**config.mk**
```make
export PLATFORM = sky130hd
export DESIGN_NAME = msc_core
export DESIGN_NICKNAME = d
export VERILOG_FILES = /design/src/verilog/msc_pkg.sv /design/src/verilog/msc_core.sv /design/src/verilog/msc_mul.sv
export SDC_FILE = /design/constraint.sdc
export NUM_CORES = 2
export LEC_CHECK = 0
export BUFFER_PORTS_ARGS = -buffer_cell sky130_fd_sc_hd__buf_2
export CELL_PAD_IN_SITES_DETAIL_PLACEMENT = 0
export CELL_PAD_IN_SITES_GLOBAL_PLACEMENT = 1
export CORE_MARGIN = 2
export CORE_UTILIZATION = 50
export CTS_BUF_LIST = sky130_fd_sc_hd__clkbuf_8
export DETAILED_ROUTE_END_ITERATION = 10
export PLACE_DENSITY = 0.94
export SETUP_SLACK_MARGIN = 0.3
export SYNTH_ARGS = -nofsm -noshare
export SYNTH_HDL_FRONTEND = slang
export SYNTH_SLANG_ARGS = --single-unit
export TNS_END_PERCENT = 30
```
**constraint.sdc**
```tcl
create_clock -name core_clk -period 14.2 [get_ports core_clk]
set_input_delay 1.42 -clock core_clk [delete_from_list [all_inputs] [get_ports core_clk]]
set_output_delay 1.42 -clock core_clk [all_outputs]
set_load 0.05 [all_outputs]
```
**src/verilog/msc_pkg.sv**
```systemverilog
// Package for the measurement scaling and control block
package msc_pkg;
   localparam int          MSC_DW          = 24;
   localparam int          MSC_SHIFT       = 8;
   localparam int          MSC_PW          = 48;
   // Control bit positions
   localparam int          CTL_ISHIFT      = 18;
   localparam int          CTL_CLAMP       = 17;
   localparam int          CTL_SWAPI       = 15;
   localparam int          CTL_SWAPV       = 14;
   localparam int          CTL_AUTOI       = 13;
   localparam int          CTL_AUTOV       = 12;
   localparam int          CTL_PSHIFT      = 11;
   localparam int          CTL_THOLD       = 10;
   localparam int          CTL_ARRST       = 9;
   localparam int          CTL_TCOMP       = 4;
   localparam int          CTL_AREN        = 3;
   localparam int          CTL_HPFI        = 1;
   localparam int          CTL_HPFV        = 0;
   localparam logic [23:0] CTL_RESET       = 24'h00_1815;
   // Writable bits: 18..17, 15..9 and 4..0; bit 16, 8..5 and 23..19 stay zero
   localparam logic [23:0] CTL_WMASK       = 24'h06_FE1F;
   // Scale register reset values
   localparam logic [23:0] CUR_FACTOR_RESET  = 24'd62000;
   localparam logic [23:0] VOLT_FACTOR_RESET = 24'd667000;
   localparam logic [23:0] PWR_FACTOR_RESET  = 24'd161539;
   localparam logic [23:0] PF_RES_RESET      = 24'd1000;
   localparam logic [23:0] FREQ_RES_RESET    = 24'd1000;
   localparam logic [23:0] TEMP_RES_RESET    = 24'd1000;
   localparam logic [23:0] ACDCV_RESET     = 24'd10000;
   localparam logic [23:0] ACDCI_RESET     = 24'd100;
   // Word addresses on the register port
   localparam logic [11:0] ADDR_CUR_FACTOR  = 12'h04F;
   localparam logic [11:0] ADDR_VOLT_FACTOR = 12'h050;
   localparam logic [11:0] ADDR_PWR_FACTOR  = 12'h051;
   localparam logic [11:0] ADDR_PF_RES      = 12'h052;
   localparam logic [11:0] ADDR_FREQ_RES    = 12'h053;
   localparam logic [11:0] ADDR_TEMP_RES    = 12'h054;
   localparam logic [11:0] ADDR_ACDCV      = 12'h064;
   localparam logic [11:0] ADDR_ACDCI      = 12'h065;
   localparam logic [11:0] ADDR_CONTROL    = 12'h0F0;
   localparam logic [11:0] ADDR_TEMP       = 12'h0F1;
   // Quantity selector for the scaler
   typedef enum logic [2:0]
   {
      MSC_Q_VOLT  = 3'd0,
      MSC_Q_CURR  = 3'd1,
      MSC_Q_POWER = 3'd2,
      MSC_Q_PF    = 3'd3,
      MSC_Q_TEMP  = 3'd4,
      MSC_Q_FREQ  = 3'd5
   } msc_qty_e;
   // Scaler sequence
   typedef enum logic [1:0]
   {
      MSC_IDLE = 2'b00,
      MSC_MULT = 2'b01,
      MSC_DONE = 2'b11
   } msc_state_e;
endpackage

```
**src/verilog/msc_core.sv**
```systemverilog
// Scaling datapath and operating control register
// What this block does
// - Scaled voltage is measured voltage over full scale times voltage factor.
// - Scaled current is measured current over full scale times current factor.
// - Current-scale x256 bit shifts the current factor left by eight.
// - Current-scale x256 lives at control bit 18, reset zero.
// - Scaled power is power over full scale times power factor, optional x256.
// - Power-scale x256 lives at control bit 11, reset one.
// - Scale factors are 24 bits; host uses shift options for larger.
// - Power factor result is measured value times its resolution.
// - Temperature result is degrees times temperature resolution.
// - Frequency result is hertz times frequency resolution.
// - Current factor scales every current result; the current average threshold is compared unscaled.
// - Voltage factor scales every voltage result; the voltage average threshold is compared unscaled.
// - Power factor scales every power result.
// - Clamp bit 17 replaces negative active power with zero.
// - Bit 15 inverts current input polarity.
// - Bit 14 inverts voltage input polarity.
// - Bit 13 auto-enables current high-pass filter below average threshold.
// - Bit 12 auto-enables voltage high-pass filter below average threshold.
// - Bit 10 freezes the die temperature result against new measurements; a register write still loads it.
// - Bit 9 forces auto-report on only if set just after reset, but reset loads bit 9 as zero, so it never does.
// - Bit 4 enables temperature gain compensation.
// - Bit 3 enables UART auto-reporting, default off.
// - Bit 1 is the manual current high-pass filter enable.
// - Bit 0 is the manual voltage high-pass filter enable.
`timescale 1ns/100ps
module msc_core
   import msc_pkg::*;
#(
   parameter int DW = MSC_DW
)
(
   input  wire logic                 core_clk,
   input  wire logic                 arst_n,
   input  wire logic                 reg_wr,
   input  wire logic                 reg_rd,
   input  wire logic        [11:0]   reg_addr,
   input  wire logic        [DW-1:0] reg_wdata,
   output logic             [DW-1:0] reg_rdata,
   input  wire logic                 adc_volt_pos_neg_valid,
   input  wire logic signed [DW-1:0] adc_volt,
   input  wire logic signed [DW-1:0] adc_curr,
   input  wire logic                 meas_valid,
   input  wire msc_qty_e             meas_qty,
   input  wire logic signed [DW-1:0] meas_value,
   input  wire logic signed [DW-1:0] volt_average,
   input  wire logic signed [DW-1:0] curr_average,
   output logic signed      [DW-1:0] volt_signed,
   output logic signed      [DW-1:0] curr_signed,
   output logic                      result_valid,
   output msc_qty_e                  result_qty,
   output logic signed      [DW-1:0] result_value,
   output logic signed      [DW-1:0] die_temperature_result,
   output logic                      volt_hpf_en,
   output logic                      curr_hpf_en,
   output logic                      gain_temp_comp,
   output logic                      auto_report_enable
);
   logic [DW-1:0] operating_control_r;
   logic [DW-1:0] current_scale_factor_r;
   logic [DW-1:0] voltage_scale_factor_r;
   logic [DW-1:0] power_scale_factor_r;
   logic [DW-1:0] power_factor_resolution_r;
   logic [DW-1:0] frequency_resolution_r;
   logic [DW-1:0] temperature_resolution_r;
   logic [DW-1:0] volt_avg_thresh_r;
   logic [DW-1:0] curr_avg_thresh_r;
   logic          boot_r;
   msc_state_e    state_r;
   msc_state_e    state_nxt;
   msc_qty_e      qty_r;
   logic signed [DW-1:0] meas_r;

   function automatic logic [DW-1:0] abs_f(input logic signed [DW-1:0] v);
      abs_f = v[DW-1] ? DW'(-v) : v;
   endfunction

   function automatic logic [DW+7:0] shift_f(input logic [DW-1:0] f, input logic sh);
      shift_f = sh ? {f, 8'h00} : {8'h00, f};
   endfunction

   // Register writes; unmapped words are ignored
   wire logic wr_ctl = reg_wr && (reg_addr == ADDR_CONTROL);
   wire logic wr_tmp = reg_wr && (reg_addr == ADDR_TEMP);
   // Register port keeps 24 bits, so wider factors are unrepresentable
   always_ff @(posedge core_clk or negedge arst_n)
   begin
      if (!arst_n)
      begin
         current_scale_factor_r    <= CUR_FACTOR_RESET;
         voltage_scale_factor_r    <= VOLT_FACTOR_RESET;
         power_scale_factor_r      <= PWR_FACTOR_RESET;
         power_factor_resolution_r <= PF_RES_RESET;
         frequency_resolution_r    <= FREQ_RES_RESET;
         temperature_resolution_r  <= TEMP_RES_RESET;
         volt_avg_thresh_r         <= ACDCV_RESET;
         curr_avg_thresh_r         <= ACDCI_RESET;
      end
      else if (reg_wr)
      begin
         case (reg_addr)
            ADDR_CUR_FACTOR:  current_scale_factor_r    <= reg_wdata;
            ADDR_VOLT_FACTOR: voltage_scale_factor_r    <= reg_wdata;
            ADDR_PWR_FACTOR:  power_scale_factor_r      <= reg_wdata;
            ADDR_PF_RES:      power_factor_resolution_r <= reg_wdata;
            ADDR_FREQ_RES:    frequency_resolution_r    <= reg_wdata;
            ADDR_TEMP_RES:    temperature_resolution_r  <= reg_wdata;
            ADDR_ACDCV:   volt_avg_thresh_r         <= reg_wdata;
            ADDR_ACDCI:   curr_avg_thresh_r         <= reg_wdata;
            default:      ;
         endcase
      end
   end

   // Reserved bits are masked off so they always read zero
   always_ff @(posedge core_clk or negedge arst_n)
   begin
      if (!arst_n)
      begin
         operating_control_r <= CTL_RESET;
         boot_r              <= 1'b1;
      end
      else
      begin
         boot_r <= 1'b0;
         if (wr_ctl)
            operating_control_r <= reg_wdata & CTL_WMASK;
         else if (boot_r && operating_control_r[CTL_ARRST])
            operating_control_r[CTL_AREN] <= 1'b1;
      end
   end

   // Read mux, registered; unmapped reads return zero
   always_ff @(posedge core_clk or negedge arst_n)
   begin
      if (!arst_n)
         reg_rdata <= '0;
      else if (reg_rd)
      begin
         case (reg_addr)
            ADDR_CUR_FACTOR:  reg_rdata <= current_scale_factor_r;
            ADDR_VOLT_FACTOR: reg_rdata <= voltage_scale_factor_r;
            ADDR_PWR_FACTOR:  reg_rdata <= power_scale_factor_r;
            ADDR_PF_RES:      reg_rdata <= power_factor_resolution_r;
            ADDR_FREQ_RES:    reg_rdata <= frequency_resolution_r;
            ADDR_TEMP_RES:    reg_rdata <= temperature_resolution_r;
            ADDR_ACDCV:   reg_rdata <= volt_avg_thresh_r;
            ADDR_ACDCI:   reg_rdata <= curr_avg_thresh_r;
            ADDR_CONTROL: reg_rdata <= operating_control_r;
            ADDR_TEMP:    reg_rdata <= die_temperature_result;
            default:      reg_rdata <= '0;
         endcase
      end
   end

   // Control decode
   wire logic ishift_w = operating_control_r[CTL_ISHIFT];
   wire logic pshift_w = operating_control_r[CTL_PSHIFT];
   wire logic clamp_w  = operating_control_r[CTL_CLAMP];
   wire logic swapi_w  = operating_control_r[CTL_SWAPI];
   wire logic swapv_w  = operating_control_r[CTL_SWAPV];
   wire logic thold_w  = operating_control_r[CTL_THOLD];
   wire logic autoi_w  = operating_control_r[CTL_AUTOI];
   wire logic autov_w  = operating_control_r[CTL_AUTOV];

   assign gain_temp_comp     = operating_control_r[CTL_TCOMP];
   assign auto_report_enable = operating_control_r[CTL_AREN];

   // Filter enables: auto mode overrides the manual bits
   wire logic curr_small_w = abs_f(curr_average) < curr_avg_thresh_r;
   wire logic volt_small_w = abs_f(volt_average) < volt_avg_thresh_r;
   assign curr_hpf_en = autoi_w ? curr_small_w : operating_control_r[CTL_HPFI];
   assign volt_hpf_en = autov_w ? volt_small_w : operating_control_r[CTL_HPFV];

   // Polarity swap on the raw differential samples
   always_ff @(posedge core_clk or negedge arst_n)
   begin
      if (!arst_n)
      begin
         volt_signed <= '0;
         curr_signed <= '0;
      end
      else if (adc_volt_pos_neg_valid)
      begin
         volt_signed <= swapv_w ? DW'(-adc_volt) : adc_volt;
         curr_signed <= swapi_w ? DW'(-adc_curr) : adc_curr;
      end
   end

   // Factor selection; one factor per quantity family
   logic [DW+7:0] factor_w;
   logic          full_div_w;
   always_comb
   begin
      full_div_w = 1'b0;
      case (qty_r)
         MSC_Q_VOLT:
         begin
            factor_w   = {8'h00, voltage_scale_factor_r};
            full_div_w = 1'b1;
         end
         MSC_Q_CURR:
         begin
            factor_w   = shift_f(current_scale_factor_r, ishift_w);
            full_div_w = 1'b1;
         end
         MSC_Q_POWER:
         begin
            factor_w   = shift_f(power_scale_factor_r, pshift_w);
            full_div_w = 1'b1;
         end
         MSC_Q_PF:   factor_w = {8'h00, power_factor_resolution_r};
         MSC_Q_TEMP: factor_w = {8'h00, temperature_resolution_r};
         MSC_Q_FREQ: factor_w = {8'h00, frequency_resolution_r};
         default:    factor_w = '0;
      endcase
   end

   // Sequencer: capture, multiply, publish
   always_comb
   begin
      case (state_r)
         MSC_IDLE: state_nxt = meas_valid ? MSC_MULT : MSC_IDLE;
         MSC_MULT: state_nxt = MSC_DONE;
         MSC_DONE: state_nxt = MSC_IDLE;
         default:  state_nxt = MSC_IDLE;
      endcase
   end

   always_ff @(posedge core_clk or negedge arst_n)
   begin
      if (!arst_n)
      begin
         state_r <= MSC_IDLE;
         qty_r   <= MSC_Q_VOLT;
         meas_r  <= '0;
      end
      else
      begin
         state_r <= state_nxt;
         if (state_r == MSC_IDLE && meas_valid)
         begin
            qty_r  <= meas_qty;
            // Negative active power clamps to zero before scaling
            meas_r <= (meas_qty == MSC_Q_POWER && clamp_w && meas_value[DW-1]) ? '0 : meas_value;
         end
      end
   end

   logic signed [DW-1:0] prod_q;
   msc_mul #(.DW(DW)) u_mul
   (
      .core_clk (core_clk),
      .arst_n   (arst_n),
      .go       (state_r == MSC_MULT),
      .meas     (meas_r),
      .factor   (factor_w),
      .full_div (full_div_w),
      .result   (prod_q)
   );

   // Outputs held in registers; only one result in flight, extra valids are dropped
   always_ff @(posedge core_clk or negedge arst_n)
   begin
      if (!arst_n)
      begin
         result_valid           <= 1'b0;
         result_qty             <= MSC_Q_VOLT;
         result_value           <= '0;
         die_temperature_result <= '0;
      end
      else
      begin
         result_valid <= (state_r == MSC_DONE);
         if (state_r == MSC_DONE)
         begin
            result_qty   <= qty_r;
            result_value <= prod_q;
         end
         if (wr_tmp)
            die_temperature_result <= reg_wdata;
         else if (state_r == MSC_DONE && qty_r == MSC_Q_TEMP && !thold_w)
            die_temperature_result <= prod_q;
      end
   end
endmodule

```
**src/verilog/msc_mul.sv**
```systemverilog
// Registered signed multiplier with fixed-point normalisation
`timescale 1ns/100ps
module msc_mul
   import msc_pkg::*;
#(
   parameter int DW = 24
)
(
   input  wire logic                 core_clk,
   input  wire logic                 arst_n,
   input  wire logic                 go,
   input  wire logic signed [DW-1:0] meas,
   input  wire logic        [DW+7:0] factor,
   input  wire logic                 full_div,
   output logic signed      [DW-1:0] result
);
   // Full-scale inputs are Q1.23 fractions, so divide by 2^23; others are integers
   wire logic signed [2*DW+8:0] prod_w = meas * $signed({1'b0, factor});
   wire logic signed [2*DW+8:0] norm_w = full_div ? (prod_w >>> (DW-1)) : prod_w;

   always_ff @(posedge core_clk or negedge arst_n)
   begin
      if (!arst_n)
         result <= '0;
      else if (go)
         result <= norm_w[DW-1:0];
   end
endmodule

```
## Yosys cells after proc, flatten, opt, wreduce, memory -nomap -nowiden

Index checks and enable logic that the tools add are counted.

| operators by class | value |
|---|---|
| add/sub/neg operators | 4 |
| $mul | 1 |
| $lt $le $gt $ge | 2 |
| equal/unequal tests | 18 |
| multiplexer cells | 19 |
| reduce and logical (&&, ||, !) cells | 22 |

Operator list:

| kind | count |
|---|---|
| case mux 24 bit (10 select lines) | 1 |
| two-way mux 24 bit | 8 |
| case mux 32 bit (6 select lines) | 1 |
| equality test 12 x 7 -> 1 bit (second input constant) | 8 |
| negation 24 bit | 4 |
| two-way mux 32 bit | 2 |
| < comparator 24 bit | 2 |
| multiplier 24 x 33 -> 47 bit | 1 |
| equality test 12 x 8 -> 1 bit (second input constant) | 2 |
| AND reduction 2 bit | 8 |
| equality test 3 x 2 -> 1 bit (second input constant) | 3 |
| logical AND 1 bit | 8 |
| equality test 3 bit (second input constant) | 2 |
| two-way mux 1 bit | 6 |
| case mux 2 bit (2 select lines) | 1 |
| nonzero test 2 bit | 2 |
| equality test 3 x 1 -> 1 bit (second input constant) | 1 |
| logical NOT 3 bit | 1 |
| OR reduction 3 bit | 1 |
| equality test 2 x 1 -> 1 bit (second input constant) | 1 |
| equality test 2 bit (second input constant) | 1 |
| logical NOT 2 bit | 1 |
| logical NOT 1 bit | 1 |

| storage, ports and cells | value |
|---|---|
| bits in registers | 384 |
| input bits | 165 |
| output and inout bits | 128 |
| logic and storage cells | 88 |

## Depth between registers and ports, before layout

| logic depth | value |
|---|---|
| depth after elaboration | 5 |
| depth in mapped cells | 35 |
| mapped depth without buffers | 30 |

## Hierarchy

From an unflattened synthesis, not the netlist that was laid out.

| second synthesis, totals | value |
|---|---|
| cells, all modules | 4,551 |
| area total of the unflattened synthesis | 43,915.9 um^2 |

By module, submodules not included:

| module | times used | cells each | area each (um^2) |
|---|---|---|---|
| msc_mul | 1 | 2,748 | 24,228.2 |
| msc_core | 1 | 1,803 | 19,687.6 |

## Worst setup path before layout

Ideal clock, no wire load.

| path | value |
|---|---|
| kind | reg2reg |
| start | register qty_r[1] |
| end | register u_mul.result[16] |
| library setup time | 0.104 ns |
| data arrival time | 7.963 ns |
| data required time | 14.096 ns |
| path slack | 6.134 ns |
| stages on the path, launching flop included | 35 |
| buffers on the path | 5 |
| clock period less this slack | 8.066 ns |
| cell sequence | dfrtp_1 > buf_2 > and3b_1 > clkbuf_1 > clkbuf_1 > clkbuf_1 > a221oi_1 > nand3_1 > clkbuf_1 > nand2_1 > fa_1 > inv_1 > fa_1 > inv_1 > fa_1 > inv_1 > fa_1 > inv_1 > fa_1 > inv_1 > fa_1 > inv_1 > fa_1 > inv_1 > ha_1 > a21o_1 > a31oi_1 > o21ai_0 > a31oi_1 > o31ai_1 > a31oi_1 > nor2_1 > nand3_1 > mux2_1 > a221oi_1 |

| between the ends | value |
|---|---|
| cells in the longest elaborated chain, start to end | 4 |
| elaborated cells on any way between the ends | 11 |
| classes of those cells | mul: 1; eq/ne: 5; mux: 3; reduce/logical: 2 |

RTL lines:

| element | line | RTL |
|---|---|---|
| from (decl) | msc_core.sv:72 | `msc_qty_e qty_r;` |
| from (signal assigned) | msc_core.sv:244 | `qty_r <= meas_qty;` |
| equality test 3 bit, or another cell as far along | msc_core.sv:197 | `case (qty_r)` |
| case mux 32 bit (6 select lines) / OR reduction 3 bit (equally long branches) | -- |  |
| multiplier 24 x 33 -> 47 bit / two-way mux 1 bit (equally long branches) | msc_mul.sv:18, msc_core.sv:197 |  |
| two-way mux 24 bit (*) | msc_mul.sv:19 | `wire logic signed [2*DW+8:0] norm_w = full_div ? (prod_w >>> (DW-1)) : prod_w;` |
| to (signal assigned) | msc_mul.sv:26 | `result <= norm_w[DW-1:0];` |
| to (decl) | msc_mul.sv:15 | `output logic signed [DW-1:0] result` |

Every way passes the cells marked *; elsewhere a longest branch is shown, timed or not.
A chain may end at the register's enable or synchronous reset.

## Final worst setup path

| path | value |
|---|---|
| start | register qty_r[2] |
| end | register u_mul.result[16] |

Same word-level chain as after synthesis.

==> impl_metrics.env <==
export IMPL_ys_warn_count=0
export IMPL_ys_top_cells_by_area="fa_1 (29%), dfrtp_1 (19%), inv_1 (7.1%), mux2_2 (6.3%), ha_1 (6.2%)"
export IMPL_finalNetCount=5693
export IMPL_wire_per_inst_um=22.9
export IMPL_vias_per_cell=5.81
export IMPL_drc=0
export IMPL_max_stage_delay_ps=680
export IMPL_dpl_instance_area_um2=45500
export IMPL_leakagePower_nw=22.5
export IMPL_cp_arrival_ps=9690
export IMPL_fin_setup_tns_ps=0
export IMPL_critical_path_required_ps=14800
export IMPL_ys_types=69
export IMPL_ys_seq_area_share_pct=22.6
export IMPL_synthCells=4504
export IMPL_grt_overflow=0
export IMPL_drt_iter0_markers=3267
export IMPL_slew_limit_headroom_pct=16.3
export IMPL_netlist_area_leader_share_pct=29.2
export IMPL_cp_common_cell="fa_1"
export IMPL_synth_edf_count=0
export IMPL_hold_class="flop to flop"
export IMPL_dpl_hpwl_um=99500
export IMPL_rsz0062_at_grt="false"
export IMPL_cts_setup_buffers=0
export IMPL_report_final_slew_viol_count=0
export IMPL_design_area_um2=47100
export IMPL_hold_depth=1
export IMPL_layout_drive_gt1_share_pct=17.3
export IMPL_gp_congestion=0.956
export IMPL_post_route_period_util_pct=64.1
export IMPL_initial_core_util_pct=50.4
export IMPL_holdBufCountCts=0
export IMPL_clk_path_buf_depth=3
export IMPL_syn_nets=5507
export IMPL_rows=107
export IMPL_core_um2=85000
export IMPL_ctsResizeCount=0
export IMPL_hold_viol=0
export IMPL_vdd_drop_max_mv=0.206
export IMPL_crit_path_start_kind="flop"
export IMPL_drt_pre_antenna_iters=6
export IMPL_cellPowerDensity_nw_per_um2=99.2
export IMPL_die_w_um=297
export IMPL_grt_start_max_net_pins=175
export IMPL_grt_pass1_wl_um=208000
export IMPL_total_power_mw=4.67
export IMPL_synthesis_area_um2=42800
export IMPL_ys_flop_type="dfrtp_1"
export IMPL_cp_max_fo=25
export IMPL_insertion_delay_ps=740
export IMPL_path_clk_slew_ps=60
export IMPL_area_growth_pct=9.86
export IMPL_finalSetupViolCount=0
export IMPL_die_area_um2=88000
export IMPL_async_flop_share_pct=100
export IMPL_r2r_cells=26
export IMPL_io_pins=293
export IMPL_worstMarginPinSlew_ps=1250
export IMPL_die_height_um=297
export IMPL_worst_path_max_delay_cell="nand3_2"
export IMPL_hold_ws_ps=468
export IMPL_period_needed_ps=9100
export IMPL_ys_ff_latch=384
export IMPL_numPortBuffers=292
export IMPL_cts_root_buf="clkbuf_8"
export IMPL_final_antenna_net_count=0
export IMPL_track_usage_pct=31.5
export IMPL_fin_skew_ps=71.1
export IMPL_num_vias=34299
export IMPL_drv_cap=0
export IMPL_cts_sinks=384
export IMPL_numCtsBuffers=71
export IMPL_path_class="flop to flop"
export IMPL_synth_top_cell_by_area="fa_1"
export IMPL_worstSetupEndpointType="flop"
export IMPL_routed_wl_um=135000
export IMPL_grt_pass1_vias=35963
export IMPL_status="finished, final reports clean"
export IMPL_htreeDepth=3
export IMPL_grt_antenna_before_repair=18
export IMPL_syn_avg_cell_area_um2=9.51
export IMPL_cts_tree="yes"
export IMPL_fmax_mhz=110
[registers in the layout, indices dropped and copies added (netlist names), 2 cells and up]
name,flops
state_r,2
power_factor_resolution_r,24
curr_avg_thresh_r,24
meas_r,24
result_value,24
power_scale_factor_r,24
volt_signed,24
reg_rdata,24
frequency_resolution_r,24
result_qty,3
operating_control_r,14
volt_avg_thresh_r,24
qty_r,3
voltage_scale_factor_r,24
die_temperature_result,24
current_scale_factor_r,24
curr_signed,24
u_mul.result,24
temperature_resolution_r,24
[worst max-delay path: cells and delay by family (launching register included)]
family          cells  cell delay [ps]
fa+ha+maj           8             3810
simple gates        7             2120
compound gates      5             1690
flops               1              520
buf+inv             5              460
mux                 1              330
[through the flow]
| step | worst slack [ps] | cells | util [%] |
|---|---|---|---|
| CTS | 5220 | 5890 | 55.3 |
| floorplan | 6130 | 4504 | - |
| global placement | 5350 | 5761 | 53.5 |
| global route | 4570 | 5903 | 55.3 |
| finish | 5100 | 5908 | 55.4 |
| detailed placement | 5240 | 5761 | 53.5 |
[synthesized netlist by cell type, drive strengths merged, types with 5 or more instances]
cell    instances
o31ai          29
and2          226
o41ai           9
nor2b          13
mux2i          48
inv           806
o211ai          6
o21a            5
fa            625
nor4           10
nand2b         14
a31oi          11
mux2          242
dfrtp         326
o22ai          25
buf            21
nand2         614
o21bai          5
nor3           18
ha            213
clkbuf        243
a22oi         113
nor2          142
xnor2          80
nand4          23
nand3          42
or2             5
xor2           59
a21o           31
dfstp          58
and3           25
o21ai         119
a21oi         139
a22o           48
a221oi         41
or3            17
or4            13
[layout make-up]
type | count | area (µm²)
Sequential cell | 384 | 9690
Clock inverter | 42 | 327
Inverter | 806 | 3030
Multi-Input combinational cell | 3050 | 29200
Antenna cell | 18 | 45.0
Clock buffer | 87 | 1200
Fill cell | 7465 | 38000
Tap cell | 1144 | 1430
Timing Repair Buffer | 377 | 2120
[placed cells by master, fill, tap and decap left out, drive strengths merged, types with 18 or more instances in the layout]
cell / instances
nor3: 18
nand2: 614
xor2: 59
a21oi: 139
mux2i: 48
fa: 625
a22o: 48
buf: 377
inv: 830
and3: 25
a22oi: 113
clkbuf: 87
and2: 226
xnor2: 80
o21ai: 119
a221oi: 41
ha: 213
o22ai: 25
o31ai: 29
nand4: 23
diode: 18
dfstp: 58
nor2: 142
dfrtp: 326
a21o: 31
nand3: 42
mux2: 242
[where the power goes]
part / total, mW / internal (mW) / leakage, nW / switching, mW
Combinational: 2.00 / 0.547 / 16.8 / 1.46
Sequential: 1.50 / 1.26 / 4.85 / 0.247
Clock: 1.16 / 0.620 / 0.864 / 0.541
[routing by layer]
layer / vias up / wire length (µm) / track usage (%)
li1: 14684 / - / -
met1: 17404 / 52100 / 40.6
met2: 1742 / 63200 / 51.0
met3: 461 / 12700 / 6.49
met4: 8 / 6950 / 14.6
met5: - / 54 / 0
[final timing paths]
| path | from | endpoint | slack [ps] |
|---|---|---|---|
| max reg2reg | qty_r[2]$_DFFE_PN0P_ | u_mul.result[16]$_DFFE_PN0N_ | 5100 |
| min in group asynchronous | arst_n | reg_rdata[17]$_DFFE_PN0P_ | 700 |
| min | state_r[1]$_DFF_PN0_ | state_r[0]$_DFF_PN0_ | 470 |
| min reg2reg | state_r[1]$_DFF_PN0_ | state_r[0]$_DFF_PN0_ | 470 |
| max | qty_r[2]$_DFFE_PN0P_ | u_mul.result[16]$_DFFE_PN0N_ | 5100 |
| max in group asynchronous | arst_n | u_mul.result[7]$_DFFE_PN0N_ | 11930 |
[cell families (layout without fill, tap and decap cells)]
logic type	after synthesis	after routing	share of synthesized area, %
buffers and inverters	1070	1312	9.41
other	1	19	0.00875
AND/OR/NAND/NOR	1182	1182	12.9
flip-flops	384	384	22.6
AO/OA/AOI/OAI	600	600	9.29
adder cells (fa/ha/maj)	838	838	35.4
multiplexers	290	290	7.48
XOR/XNOR	139	139	2.84
Power figures use the tool's default switching activity.
